--- src/hw/tofm_consts.vh ---
// Constants for the timer overflow and match/capture D flag block.
// Assumes an APB slave with 32-bit data; all offsets are byte addresses.
`ifndef TOFM_CONSTS_VH
`define TOFM_CONSTS_VH
`define TOFM_STATUS_OFS   12'h000
`define TOFM_CONTROL_OFS  12'h004
`define TOFM_COUNTER_OFS  12'h008
`define TOFM_GRD_OFS      12'h00C
`define TOFM_BIT_FLAG_D   3
`define TOFM_BIT_OVF      4
`define TOFM_BIT_CAPMODE  0
`define TOFM_CNT_MAX      16'hFFFF
`define TOFM_CNT_ZERO     16'h0000
`define TOFM_CTRL_RST     32'h0000_0000
`define TOFM_GRD_RST      16'hFFFF
`define TOFM_RDATA_RST    32'h0000_0000
`endif

--- src/hw/tofm_flags.v ---
// Status flags: counter overflow and match/capture flag D, with APB registers.
// Assumes counter value and capture strobe come from same-clock timer logic.
`timescale 1ns/10ps
`include "tofm_consts.vh"
module tofm_flags #(
	parameter CHANNEL = 0
) (
	input  wire        ref_clk_i,
	input  wire        rst_n_i,
	input  wire        clk_en_i,
	input  wire        psel_i,
	input  wire        penable_i,
	input  wire        pwrite_i,
	input  wire [11:0] paddr_i,
	input  wire [31:0] pwdata_i,
	output wire        pready_o,
	output wire        pslverr_o,
	output reg  [31:0] prdata_o,
	input  wire [15:0] timer_up_counter_i,
	input  wire        capture_strobe_i,
	input  wire        xfer_start_i,
	input  wire        transfer_interrupt_select_i,
	input  wire        transfer_count_nonzero_i,
	output wire        counter_overflow_flag_o,
	output wire        match_capture_flag_d_o,
	output wire        match_capture_interrupt_d_o
);
	localparam [0:0] HAS_D = (CHANNEL == 0);

	// Remembered state
	reg  [15:0] cnt_prev_q;
	reg  [15:0] general_register_d_q;
	reg         capmode_q;
	reg         ovf_q;
	reg         flgd_q;
	reg         ovf_seen_q;
	reg         flgd_seen_q;
	reg         match_prev_q;
	reg         rd_loaded_q;
	reg  [31:0] rd_word_d;

	// Bus decode and flag events
	wire        acc;
	wire        wr;
	wire        rd;
	wire        rd_fetch;
	wire        sts;
	wire        ctl;
	wire        grd;
	wire        match;
	wire        match_rise;
	wire        ovf_set;
	wire        d_set;
	wire        ovf_clr;
	wire        d_sw_clr;
	wire        d_hw_clr;
	wire        d_clr;
	wire        seen_ovf;
	wire        seen_d;

	// A read word is fetched before the access edge, so it stands there;
	// pready stays low until that fetch has happened on an enabled edge
	assign pready_o = clk_en_i & (pwrite_i | rd_loaded_q);
	assign pslverr_o = 1'b0;
	assign acc = psel_i & penable_i & pready_o;
	assign wr = acc & pwrite_i;
	assign rd = acc & ~pwrite_i;
	assign rd_fetch = psel_i & ~pwrite_i & ~rd;
	assign sts = (paddr_i == `TOFM_STATUS_OFS);
	assign ctl = (paddr_i == `TOFM_CONTROL_OFS);
	assign grd = (paddr_i == `TOFM_GRD_OFS);
	assign match = (timer_up_counter_i == general_register_d_q);
	assign match_rise = match & ~match_prev_q;
	assign ovf_set = (cnt_prev_q == `TOFM_CNT_MAX) &
		(timer_up_counter_i == `TOFM_CNT_ZERO);
	assign d_set = HAS_D &
		(capmode_q ? capture_strobe_i : match_rise);
	assign ovf_clr = wr & sts & ovf_seen_q &
		~pwdata_i[`TOFM_BIT_OVF];
	assign d_sw_clr = HAS_D & wr & sts & flgd_seen_q &
		~pwdata_i[`TOFM_BIT_FLAG_D];
	assign d_hw_clr = xfer_start_i & ~transfer_interrupt_select_i &
		transfer_count_nonzero_i;
	assign d_clr = d_sw_clr | d_hw_clr;
	// Arming follows the value that the read actually returned
	assign seen_ovf = rd & sts & prdata_o[`TOFM_BIT_OVF];
	assign seen_d = rd & sts & prdata_o[`TOFM_BIT_FLAG_D];
	assign counter_overflow_flag_o = ovf_q;
	assign match_capture_flag_d_o = flgd_q;
	assign match_capture_interrupt_d_o = flgd_q;

	// Previous counter value and match state for edge detection
	always @(posedge ref_clk_i)
	begin
		if (!rst_n_i)
		begin
			cnt_prev_q <= `TOFM_CNT_ZERO;
			match_prev_q <= 1'b0;
		end
		else if (clk_en_i)
		begin
			cnt_prev_q <= timer_up_counter_i;
			match_prev_q <= match;
		end
	end

	// Register D: capture copies the counter, otherwise software writes it
	always @(posedge ref_clk_i)
	begin
		if (!rst_n_i)
		begin
			general_register_d_q <= `TOFM_GRD_RST;
		end
		else if (clk_en_i)
		begin
			if (HAS_D && capmode_q && capture_strobe_i)
			begin
				general_register_d_q <= timer_up_counter_i;
			end
			else if (wr && grd)
			begin
				general_register_d_q <= pwdata_i[15:0];
			end
		end
	end

	always @(posedge ref_clk_i)
	begin
		if (!rst_n_i)
		begin
			capmode_q <= 1'b0;
		end
		else if (clk_en_i && wr && ctl)
		begin
			capmode_q <= pwdata_i[`TOFM_BIT_CAPMODE];
		end
	end

	// Set wins over a clear in the same cycle
	always @(posedge ref_clk_i)
	begin
		if (!rst_n_i)
		begin
			ovf_q <= 1'b0;
		end
		else if (clk_en_i)
		begin
			if (ovf_set)
			begin
				ovf_q <= 1'b1;
			end
			else if (ovf_clr)
			begin
				ovf_q <= 1'b0;
			end
		end
	end

	always @(posedge ref_clk_i)
	begin
		if (!rst_n_i)
		begin
			flgd_q <= 1'b0;
		end
		else if (clk_en_i)
		begin
			if (d_set)
			begin
				flgd_q <= 1'b1;
			end
			else if (d_clr)
			begin
				flgd_q <= 1'b0;
			end
		end
	end

	// Any status write disarms the software clear
	always @(posedge ref_clk_i)
	begin
		if (!rst_n_i)
		begin
			ovf_seen_q <= 1'b0;
		end
		else if (clk_en_i)
		begin
			if (seen_ovf)
			begin
				ovf_seen_q <= 1'b1;
			end
			else if (wr && sts)
			begin
				ovf_seen_q <= 1'b0;
			end
		end
	end

	always @(posedge ref_clk_i)
	begin
		if (!rst_n_i)
		begin
			flgd_seen_q <= 1'b0;
		end
		else if (clk_en_i)
		begin
			if (seen_d)
			begin
				flgd_seen_q <= 1'b1;
			end
			else if ((wr && sts) || !flgd_q)
			begin
				flgd_seen_q <= 1'b0;
			end
		end
	end

	// Marks that the read word of the current transfer has been fetched
	always @(posedge ref_clk_i)
	begin
		if (!rst_n_i)
		begin
			rd_loaded_q <= 1'b0;
		end
		else if (clk_en_i)
		begin
			if (rd)
			begin
				rd_loaded_q <= 1'b0;
			end
			else if (rd_fetch)
			begin
				rd_loaded_q <= 1'b1;
			end
			else if (!psel_i)
			begin
				rd_loaded_q <= 1'b0;
			end
		end
	end

	always @(posedge ref_clk_i)
	begin
		if (!rst_n_i)
		begin
			prdata_o <= `TOFM_RDATA_RST;
		end
		else if (clk_en_i && rd_fetch)
		begin
			prdata_o <= rd_word_d;
		end
	end

	// Read multiplexer; unmapped offsets read as zero
	always @*
	begin
		rd_word_d = `TOFM_RDATA_RST;
		case (paddr_i)
			`TOFM_STATUS_OFS:
			begin
				rd_word_d = {27'h0, ovf_q, flgd_q & HAS_D, 3'h0};
			end
			`TOFM_CONTROL_OFS:
			begin
				rd_word_d = {31'h0, capmode_q};
			end
			`TOFM_COUNTER_OFS:
			begin
				rd_word_d = {16'h0, timer_up_counter_i};
			end
			`TOFM_GRD_OFS:
			begin
				rd_word_d = {16'h0, general_register_d_q};
			end
			default:
			begin
				rd_word_d = `TOFM_RDATA_RST;
			end
		endcase
	end
endmodule // tofm_flags

--- config.mk ---
export PLATFORM = sky130hd
export DESIGN_NAME = tofm_flags
export DESIGN_NICKNAME = d
export VERILOG_FILES = /design/src/hw/tofm_flags.v
export VERILOG_INCLUDE_DIRS = /design/src /design/src/hw
export SDC_FILE = /design/constraint.sdc
export NUM_CORES = 1
export LEC_CHECK = 0
export BUFFER_PORTS_ARGS = -buffer_cell sky130_fd_sc_hd__buf_2
export CORE_ASPECT_RATIO = 0.9
export CORE_MARGIN = 4
export CORE_UTILIZATION = 39
export DETAILED_ROUTE_END_ITERATION = 16
export GPL_TIMING_DRIVEN = 1
export PLACE_DENSITY = 0.65
export SLEW_MARGIN = 10
export SYNTH_ARGS = -nofsm -noshare
export SYNTH_HDL_FRONTEND = slang
export SYNTH_SLANG_ARGS = --single-unit
--- constraint.sdc ---
create_clock -name ref_clk_i -period 3.75 [get_ports ref_clk_i]
set_clock_uncertainty 0.2 [all_clocks]
set_input_delay 0 -clock ref_clk_i [delete_from_list [all_inputs] [get_ports ref_clk_i]]
set_output_delay 0 -clock ref_clk_i [all_outputs]
set_load 0.05 [all_outputs]
## After elaboration in Yosys (flattened, before gate mapping)

Index checks and enable logic that the tools add are counted.

- Register bits after elaboration: 71
- Bits in latches: 0
- Memory bits (writable): 0
- ROM bits: 0
- Input port bits: 70
- Output and inout port bits: 37
- Logic and storage cells: 79
- Memories: 0

- $add $sub $neg: 0
- Multipliers: 0
- Divide/modulo/power cells: 0
- $lt $le $gt $ge: 0
- Equal/unequal tests: 6
- Shifts and indexed selects: 0
- Muxes and demuxes: 15
- Bitwise gates (word level): 27
- Reduce and logical (&&, ||, !) cells: 21

Operator list:

| operator | count |
|---|---|
| one-hot mux 16 bit (4 select lines) | 1 |
| 2-to-1 mux 16 bit | 2 |
| == test 12 x 4 -> 1 bit (second input constant) | 2 |
| AND 1 bit | 19 |
| == test 16 bit | 1 |
| == test 16 bit (second input constant) | 1 |
| zero test 16 bit | 1 |
| == test 12 x 3 -> 1 bit (second input constant) | 1 |
| zero test 12 bit | 1 |
| 2-to-1 mux 1 bit | 12 |
| AND reduction 2 bit | 6 |
| nonzero test 2 bit | 5 |
| logical AND 1 bit | 6 |
| inverter 1 bit | 6 |
| != test 3 x 1 -> 1 bit (second input constant) | 1 |
| bitwise OR 1 bit | 2 |
| zero test 1 bit | 1 |
| logical OR 1 bit | 1 |

## Depth between registers and ports, before layout

Gate-level depths: netlist (run 1).

- Word-level depth: 10
- Depth in mapped cells: 7
- Mapped depth without buffers: 4

## Worst setup path after synthesis (run 1)

No wires, ideal clock.

- Kind: input to register
- From: in paddr_i[7]
- To: reg general_register_d_q[10]
- Library setup time: 0.130 ns
- Data arrival time: 1.635 ns
- Required time: 3.420 ns
- Setup slack: 1.784 ns
- Stages on the path: 6
- Buffers on the path: 2
- Cell sequence: or4_4 > or4_1 > buf_2 > buf_6 > a221oi_1 > o21ai_1

- Word-level cells in the longest chain between the ends: 4

Ends and longest elaborated chain:

| what | line | text |
|---|---|---|
| start: declaration | tofm_flags.v:14 | `input wire [11:0] paddr_i,` |
| == test 12 x 4 -> 1 bit | - |  |
| logical AND 1 bit | tofm_flags.v:120 | `else if (wr && grd)` |
| nonzero test 2 bit (no source line) | - |  |
| AND reduction 2 bit (no source line) | - |  |
| end signal: assignment | tofm_flags.v:112 | `` general_register_d_q <= `TOFM_GRD_RST; `` |
| end signal: assignment | tofm_flags.v:118 | `general_register_d_q <= timer_up_counter_i;` |
| end signal: assignment | tofm_flags.v:122 | `general_register_d_q <= pwdata_i[15:0];` |
| end: declaration | tofm_flags.v:32 | `reg [15:0] general_register_d_q;` |

Every way passes these cells.
A chain may end at the register's enable or synchronous reset.

## Worst setup path after layout (run 1)

- From: reg capmode_q
- To: reg general_register_d_q[8]

- Word-level cells in the longest chain between the ends: 3
- Elaborated cells on any way between the ends: 4
- Classes of those cells: mux (1); reduce/logical (3)

Ends and longest elaborated chain:

| what | line | text |
|---|---|---|
| start: declaration | tofm_flags.v:33 | `reg capmode_q;` |
| start signal: assignment | tofm_flags.v:135 | `` capmode_q <= pwdata_i[`TOFM_BIT_CAPMODE]; `` |
| logical AND 1 bit * | tofm_flags.v:116 | `if (HAS_D && capmode_q && capture_strobe_i)` |
| nonzero test 2 bit (no source line) | - |  |
| AND reduction 2 bit (no source line) | - |  |

Mark *: on every way between the ends. The rest lies on a longest branch, timed or not.

==> reports/qor.csv, run 1 <==
stage;metric;value;unit
clocking;CTS Buf Count;5;
sta;final worst path period share;0.913;
floorplan;floorplan row count;29;
sta;unrepaired setup endpoints after global routing;no;
sta;final hold violation count;0;
synth;top post-synthesis cells by area;dfxtp_1 37%, mux2i_1 11%, a221oi_1 4.7%, xor2_1 4.7%, buf_4 4.5%;
placement;final HPWL from detailed placement;5760;µm
synth;Distinct cells, synth;47;
drt;number of vias per cell;5.42;
worst_setup_path;Crit Reg-Reg Startpoint;capmode_q;
global_route;antenna violations before repair;0;
synth;top cell type's share of synthesized area;0.370;
layout;fin cells;539;
worst_setup_path;Worst Setup End Kind;flop;
sta;Tmin final;3.42;ns
floorplan;Die Height;90.9;µm
layout;footprint of the multi-input gates;1680;µm²
layout;commonest non-fill, non-tap cell in the layout;buf_2;
global_route;pin count of the biggest net entering global routing;33;
worst_setup_path;CP max FO;22;
floorplan;Die W;100;µm
clocking;sinks on the clock net;55;
global_route;met1 usage;0.275;
job;max cap viols;0;
global_route;met2 usage;0.324;
global_route;GRT busiest layer;met2;
placement;DP Cell Count;463;
layout;synth-to-layout area growth;38.0;%
sta;Setup Viol. Count Final;0;
power;Clock power frac;0.344;
drt;DRT antenna net count;0;
worst_setup_path;Setup crit start kind;flop;
worst_hold_path;Min-Delay Path Class;primary input to flop;
global_route;first-pass GRT wire length;14800;µm
sta;Slew Limit Fails;0;
layout;# fillers;656;
clocking;later-pin clock latency in the skew report;0.31;ns
synth;Synth Flop Type;dfxtp_1;
global_route;total gr overflow;0;
status;outcome;complete, no violations;
global_route;vias in the first global route;2970;
worst_setup_path;worst setup path startpoint;capmode_q;
power;Leakage;0.00189;µW
power;Pint;889;µW
drt;drt wl/cell;17.0;µm
power;maximum VDD drop;0.197;mV
synth;Synth area leader;dfxtp_1;
floorplan;total die area;9090;µm²
drt;DR pass1 iterations;4;
layout;most frequent cells in the layout;73 x buf_2, 68 x dlygate4sd3_1, 55 x dfxtp_1;
sta;post-route setup TNS;0;ns
sta;Slew @ Worst Pin;0.734;ns
drt;Detailed Route WL;9150;µm
synth;Seq/Total Area, Yosys;0.370;
floorplan;core area;7220;µm²
synth;Async SR Flop Fraction;0;
worst_setup_path;CP Data Required Time;3.75;ns
floorplan;# IOs;107;
clocking;H-tree Lvls;2;
layout;nets;515;
drt;# DRC;0;
layout;layout cells sized above 1;0.229;
power;sequential share of power;0.495;
power;sw frac;0.266;
synth;netlist area before placement;2980;µm²
synth;Synth warnings;0;
synth;Seq cells post-synth;55;
drt;initial DRC count;283;
placement;IO buf count;73;
power;Power Density;295;nW/µm²
power;Sw Pwr;323;µW
synth;Cells after Synth;319;
placement;placer congestion estimate;0.822;
synth;Post-synth EDFFs;0;
global_route;M3 GR Usage;0.0386;
floorplan;Initial Util;0.412;
clocking;CTS Root Cell;clkbuf_8;
worst_setup_path;WS Path Type;flop to flop;
sta;f_max;292;MHz
layout;register area;1100;µm²
synth;Avg Cell Area, Syn;9.33;µm²
drt;Vias;2920;
worst_hold_path;Hold Path Origin;pwrite_i;
sta;max_slew headroom;0.510;
global_route;total global-route track usage;0.201;
placement;pre-CTS setup slack;1.13;ns
clocking;CTS tree;yes;
layout;n_diodes;0;
clocking;CTS max path bufs;2;
clocking;Worst-path clk slew;0.11;ns
sta;Final WS setup;0.327;ns
worst_setup_path;CP arrival;3.43;ns
power;combinational fraction of design power;0.162;
## cells by family after synthesis
group,share of synthesized area
and+or+nand+nor,0.231
AOI/OAI and AO/OA,0.157
other,0.00126
muxes,0.108
buffers and inverters,0.0858
xor gates and xnor gates,0.0471
DFF,0.370
## through the flow
stage	hold WS (ns)	util	instance area [µm²]	power, µW
after CTS	0.00587	0.568	4100	1220
final	0.00964	0.569	4110	1210
after detailed placement	0.0942	0.457	3300	775
after floorplan	-0.0532	-	3040	727
after global routing	0.0336	0.569	4110	1260
after global placement	0.0833	0.457	3300	773
## final timing paths
kind	to	slack, ns	cells after the start
worst max-delay path	general_register_d_q[8]	0.33	5
worst min register to register	prdata_o[0]	0.27	2
worst min-delay path	flgd_seen_q	0.01	4
worst max register to register	general_register_d_q[8]	0.33	5
## power groups by stage
stage / Combinational (µW) / Clock, µW / Sequential, µW
floorplan: 115 / 0 / 611
global placement: 161 / 0 / 612
detailed placement: 162 / 0 / 613
CTS: 194 / 423 / 599
global route: 210 / 452 / 601
finish: 196 / 417 / 599
## synthesized netlist by cell type, types with 2 or more instances
library cell and n:
dfxtp_1 55, mux2i_1 32, nor2_1 21, buf_4 18
a221oi_1 16, and3_1 16, o21ai_1 16, xor2_1 16
clkbuf_1 15, o2bb2ai_1 13, and3b_2 10, nand2_1 8
nand3_1 8, nor4bb_1 7, o21ai_0 7, and3b_1 6
nand4_1 6, a21oi_1 5, nor4_1 5, buf_1 4
inv_1 3, or4_1 3, a21o_1 2, a31o_2 2
buf_2 2, buf_6 2
## final cells by class
type	instances	area share
timing repair buffer	145	0.262
clock buffer	6	0.0201
inverter	3	0.00274
sequential	55	0.268
multi-input combinational	235	0.410
tap	93	0.0283
clock inverter	2	0.00853
## per-layer routing
metal  vias to the layer above  share of wire
met1                      1385           0.43
li1                       1406              -
met3                         8          0.077
met2                       121           0.48
met4                         0          0.010
met5                         -              0
## critical path, stage by stage (launching register included)
cell and delay, ns:
dfxtp_1 0.81, nand2_1 0.59, a221oi_1 0.46, dlygate4sd3_1 0.62, o21ai_1 0.06, dlygate4sd3_1 0.57
## sequential cells by signal, summed over array words and instances, names as in the netlist
signal	flops
capmode_q	1
cnt_prev_q	16
counter_overflow_flag_o	1
flgd_seen_q	1
general_register_d_q	16
match_capture_flag_d_o	1
match_prev_q	1
ovf_seen_q	1
prdata_o	16
rd_loaded_q	1
## timing repair
| item | CTS | global route |
|---|---|---|
| setup endpoints to repair | 0 | 10 |
| hold endpoints to repair | 54 | 0 |
| gates resized for setup | 0 | 2 |
| setup buffers | 0 | 0 |
| hold buffers | 68 | 0 |
(Power assumes the default switching activity.)
==> run 2, diff against run 1 <==
--- a/config.mk
+++ b/config.mk
@@ -13,6 +13,7 @@
 export DETAILED_ROUTE_END_ITERATION = 16
 export GPL_TIMING_DRIVEN = 1
 export PLACE_DENSITY = 0.65
+export REMOVE_ABC_BUFFERS = 1
 export SLEW_MARGIN = 10
 export SYNTH_ARGS = -nofsm -noshare
 export SYNTH_HDL_FRONTEND = slang
==> reports/qor.csv, run 2 (synthesis results as in run 1) <==
stage;metric;value;unit;change
layout;synth-to-layout area growth;39.6;%;
sta;final worst path period share;0.899;;-0.0134
drt;drt wl/cell;16.2;µm;-4.7%
drt;DR pass1 iterations;4;;unchanged
placement;placer congestion estimate;0.779;;-5.3%
sta;post-route setup TNS;0;ns;unchanged
floorplan;Die W;100;µm;unchanged
job;max cap viols;0;;unchanged
worst_hold_path;Hold Path Origin;transfer_interrupt_select_i;;
drt;Detailed Route WL;8830;µm;-3.4%
layout;Top Registers;cnt_prev_q (16), general_register_d_q (16), prdata_o (16);;
global_route;antenna violations before repair;0;;unchanged
sta;max_slew headroom;0.532;;+0.0224
clocking;CTS max path bufs;2;;unchanged
clocking;Worst-path clk slew;0.10;ns;about the same
floorplan;core area;7220;µm²;unchanged
drt;Vias;2886;;-1.2%
worst_setup_path;worst setup path startpoint;paddr_i[11];;
worst_setup_path;WS Path Type;primary input to flop;;
worst_hold_path;Min-Delay Path Class;primary input to flop;;
drt;number of vias per cell;5.29;;-2.4%
sta;Setup Viol. Count Final;0;;unchanged
drt;initial DRC count;150;;-47%
global_route;first-pass GRT wire length;14400;µm;-3.0%
layout;commonest non-fill, non-tap cell in the layout;dlygate4sd3_1;;
clocking;CTS Buf Count;5;;unchanged
clocking;sinks on the clock net;55;;unchanged
sta;Hold Slack;0.0139;ns;+0.00430 ns
worst_setup_path;CP max FO;32;;+45%
global_route;pin count of the biggest net entering global routing;33;;unchanged
sta;Slew @ Worst Pin;0.701;ns;-0.0333 ns
power;maximum VDD drop;0.146;mV;-26%
sta;Slew Limit Fails;0;;unchanged
floorplan;floorplan row count;29;;unchanged
sta;Tmin final;3.37;ns;-0.0503 ns
worst_setup_path;CP Data Required Time;3.76;ns;about the same
clocking;H-tree Lvls;2;;unchanged
layout;layout cells sized above 1;0.225;;-0.00353
worst_setup_path;Critical Path End;general_register_d_q[4];;
status;outcome;complete, no violations;;
worst_setup_path;RR Endpoint;general_register_d_q[4];;
drt;# DRC;0;;unchanged
worst_setup_path;Worst Setup End Kind;flop;;
global_route;total global-route track usage;0.195;;-0.00663
worst_setup_path;r2r worst-path depth;6;;+1
floorplan;total die area;9090;µm²;unchanged
worst_setup_path;CP arrival;3.38;ns;-0.05 ns
clocking;CTS tree;yes;;
drt;DRT antenna net count;0;;unchanged
worst_setup_path;Setup crit start kind;primary input;;
placement;final HPWL from detailed placement;5650;µm;-1.9%
clocking;later-pin clock latency in the skew report;0.32;ns;about the same
worst_setup_path;r2r setup slk;0.73;ns;+0.40 ns
worst_setup_path;Crit Reg-Reg Startpoint;capmode_q;;
power;Power Density;275;nW/µm²;-6.9%
layout;n_diodes;0;;unchanged
layout;nets;523;;+1.6%
global_route;total gr overflow;0;;unchanged
sta;unrepaired setup endpoints after global routing;no;;
clocking;CTS Root Cell;clkbuf_8;;
global_route;vias in the first global route;2913;;-1.9%
floorplan;Initial Util;0.412;;unchanged
power;Leakage;0.00191;µW;+0.79%
placement;IO buf count;73;;unchanged
layout;most frequent cells in the layout;75 x dlygate4sd3_1, 73 x buf_2, 55 x dfxtp_1;;
sta;final hold violation count;0;;unchanged
floorplan;Die Height;90.9;µm;unchanged
floorplan;# IOs;107;;unchanged
sta;f_max;296;MHz;+1.5%
## run 2: cell types whose count changed in the layout (fill, tap and decap cells not counted), sizes merged
| cell | change |
|---|---|
| buf | +1 |
| bufinv | -1 |
| dlygate4sd3 | +7 |
## run 2: cell type report
type	instances	area (µm²)
fill	674	3070
multi-input combinational	235	1680
timing repair buffer	153	1150
sequential	55	1100
tap	93	116
clock buffer	6	82.6
inverter	3	11.3
clock inverter	1	5.00
## run 2: through the flow
step                       util  total power [µW]  instances  area (µm²)  worst slack, ns
after detailed placement  0.458               772        464        3310             1.01
after global routing      0.575              1180        546        4150            0.258
after floorplan               -               698        293        2790             1.64
after CTS                 0.575              1140        546        4150            0.107
final                     0.575              1140        546        4150            0.377
after global placement    0.458               771        464        3310             1.11
## run 2: where the power goes
group / switching [µW] / internal, µW
combinational: 115 / 79.0
sequential: 4.75 / 594
clock: 202 / 146
total: 322 / 819
## run 2: how the worst min path moves through the flow
stage / endpoint / slack [ns] / cells past startpoint
4_1_cts: match_capture_flag_d_o / 0.008 / 4
2_1_floorplan: general_register_d_q[0] / -0.12 / 1
5_1_grt: match_capture_flag_d_o / 0.05 / 4
6_report: match_capture_flag_d_o / 0.01 / 4
3_3_place_gp: general_register_d_q[12] / 0.08 / 3
3_5_place_dp: general_register_d_q[6] / 0.09 / 3
## run 2: repair_timing
| item | 4_1_cts | 5_1_grt |
|---|---|---|
| hold buffers | 75 | 0 |
| endpoints found under the hold margin | 54 | 0 |
| resized for setup | 0 | 2 |
| endpoints found under the setup margin | 0 | 15 |
| buffers inserted | 0 | 0 |
## run 2: per-layer routing
metal / global-route usage / wire length (µm) / up-vias
li1: - / - / 1429
met1: 0.269 / 4060 / 1338
met2: 0.312 / 4020 / 109
met3: 0.0301 / 634 / 10
met4: 0.0572 / 122 / 0
met5: 0 / 0 / -
## run 2: critical path, stage by stage
cell	delay, ns
dlygate4sd3_1	0.54
buf_2	0.14
or4bb_1	0.49
or4_4	0.62
a221oi_1	0.36
dlygate4sd3_1	0.61
o21ai_1	0.05
dlygate4sd3_1	0.57
==> run 3, diff against run 2 <==
--- a/config.mk
+++ b/config.mk
@@ -12,7 +12,7 @@
 export CORE_UTILIZATION = 39
 export DETAILED_ROUTE_END_ITERATION = 16
 export GPL_TIMING_DRIVEN = 1
-export PLACE_DENSITY = 0.65
+export PLACE_DENSITY_LB_ADDON = 0.3
 export REMOVE_ABC_BUFFERS = 1
 export SLEW_MARGIN = 10
 export SYNTH_ARGS = -nofsm -noshare
==> reports/qor.csv, run 3 (synthesis results as in run 1) <==
stage;metric;value;unit;change
status;outcome;complete, no violations;;
layout;Top Registers;cnt_prev_q (16), general_register_d_q (16), prdata_o (16);;
sta;Hold Slack;0.0417;ns;+0.0277 ns
worst_setup_path;CP max FO;32;;unchanged
power;maximum VDD drop;0.136;mV;-7.0%
sta;final worst path period share;0.904;;+0.00454
worst_setup_path;CP Data Required Time;3.75;ns;about the same
drt;Detailed Route WL;9230;µm;+4.5%
placement;final HPWL from detailed placement;5660;µm;+0.13%
layout;nets;522;;-0.19%
global_route;antenna violations before repair;0;;unchanged
worst_setup_path;CP arrival;3.39;ns;about the same
layout;most frequent cells in the layout;73 x dlygate4sd3_1, 73 x buf_2, 55 x dfxtp_1;;
layout;n_diodes;0;;unchanged
clocking;CTS tree;yes;;
sta;Setup Viol. Count Final;0;;unchanged
floorplan;floorplan row count;29;;unchanged
floorplan;Die W;100;µm;unchanged
layout;Post-Route Utilization;0.571;;-0.00381
sta;post-route setup TNS;0;ns;unchanged
layout;Final Cell Area;4130;µm²;-0.66%
worst_setup_path;Worst Setup End Kind;flop;;
worst_setup_path;worst setup path startpoint;paddr_i[11];;
floorplan;# IOs;107;;unchanged
power;Power Density;270;nW/µm²;-1.6%
drt;initial DRC count;166;;+11%
drt;number of vias per cell;5.44;;+2.9%
floorplan;Initial Util;0.412;;unchanged
layout;layout cells sized above 1;0.224;;-0.00122
global_route;total gr overflow;0;;unchanged
placement;placed cell area;3320;µm²;+0.23%
clocking;later-pin clock latency in the skew report;0.31;ns;about the same
placement;placer congestion estimate;0.828;;+6.3%
sta;final hold violation count;0;;unchanged
drt;DRT antenna net count;0;;unchanged
floorplan;core area;7220;µm²;unchanged
clocking;H-tree Lvls;2;;unchanged
clocking;Worst-path clk slew;0.10;ns;about the same
drt;# DRC;0;;unchanged
drt;Vias;2959;;+2.5%
sta;unrepaired setup endpoints after global routing;no;;
floorplan;Die Height;90.9;µm;unchanged
clocking;CTS Buf Count;5;;unchanged
worst_setup_path;Crit Reg-Reg Startpoint;capmode_q;;
power;Leakage;0.00190;µW;-0.41%
job;max cap viols;0;;unchanged
clocking;sinks on the clock net;55;;unchanged
clocking;CTS max path bufs;2;;unchanged
sta;Slew @ Worst Pin;0.715;ns;+0.0141 ns
layout;synth-to-layout area growth;38.6;%;
worst_setup_path;Setup crit start kind;primary input;;
clocking;CTS Root Cell;clkbuf_8;;
drt;drt wl/cell;17.0;µm;+4.9%
drt;DR pass1 iterations;4;;unchanged
global_route;pin count of the biggest net entering global routing;33;;unchanged
power;Power Total;1120;µW;-2.2%
global_route;total global-route track usage;0.204;;+0.00921
sta;Tmin final;3.39;ns;+0.0170 ns
worst_hold_path;Min-Delay Path Class;primary input to flop;;
floorplan;total die area;9090;µm²;unchanged
global_route;first-pass GRT wire length;15100;µm;+4.7%
sta;max_slew headroom;0.522;;-0.0100
worst_hold_path;Hold Path Origin;penable_i;;
placement;IO buf count;73;;unchanged
global_route;vias in the first global route;3120;;+7.1%
worst_setup_path;WS Path Type;primary input to flop;;
sta;Slew Limit Fails;0;;unchanged
sta;f_max;295;MHz;-0.50%
clocking;Setup Fix Bufs, Post-CTS;0;;unchanged
==> run 3: changes by cell type in the layout (fill, tap and decap cells not counted) <==
cell / previous run / this run
clkinv_2: 1 / 0
clkbuf_8: 6 / 5
dlygate4sd3_1: 75 / 73
buf_4: 5 / 6
clkbuf_1: 0 / 1
==> run 3: worst max-delay path, cell delays in order <==
cell           delay (ns)
dlygate4sd3_1        0.54
buf_2                0.14
or4bb_1              0.49
or4_4                0.62
a221oi_1             0.36
dlygate4sd3_1        0.60
o21ai_1              0.06
dlygate4sd3_1        0.57
==> run 3: cell type report <==
type	instances	area [µm²]
multi-input cells	235	1680
inverters	3	11.3
fillers	690	3100
flip-flops and latches	55	1100
repair buffers	152	1140
clock buffers	6	72.6
well taps	93	116
==> run 3: worst paths after layout <==
path | to | slack, ns | depth (start not counted)
max | general_register_d_q[15] | 0.36 | 8
min reg2reg | prdata_o[0] | 0.26 | 2
min | prdata_o[4] | 0.04 | 5
max reg2reg | general_register_d_q[15] | 0.68 | 6
==> run 3: report_power, final <==
group	internal (µW)	switching (µW)
Combinational	79.7	118
Clock	126	193
Sequential	594	4.98
Total	800	316
==> run 3: per-layer routing <==
metal / up-vias / global-route usage / part of all wire
met5: - / 0 / 0
met4: 0 / 0.0561 / 0.010
met3: 11 / 0.0340 / 0.083
met2: 127 / 0.334 / 0.46
met1: 1401 / 0.276 / 0.45
li1: 1420 / - / -
==> run 3: metrics by stage <==
stage	setup WS, ns	cells
5_1_grt	0.239	544
3_5_place_dp	1.22	465
4_1_cts	0.115	544
6_report	0.360	544
3_3_place_gp	1.28	465
2_1_floorplan	1.64	293
==> run 3: what timing repair did <==
| action | CTS | global route |
|---|---|---|
| endpoints found under the setup margin | 0 | 13 |
| gates resized for setup | 0 | 2 |
| endpoints found under the hold margin | 54 | 0 |
| hold buffers | 73 | 0 |
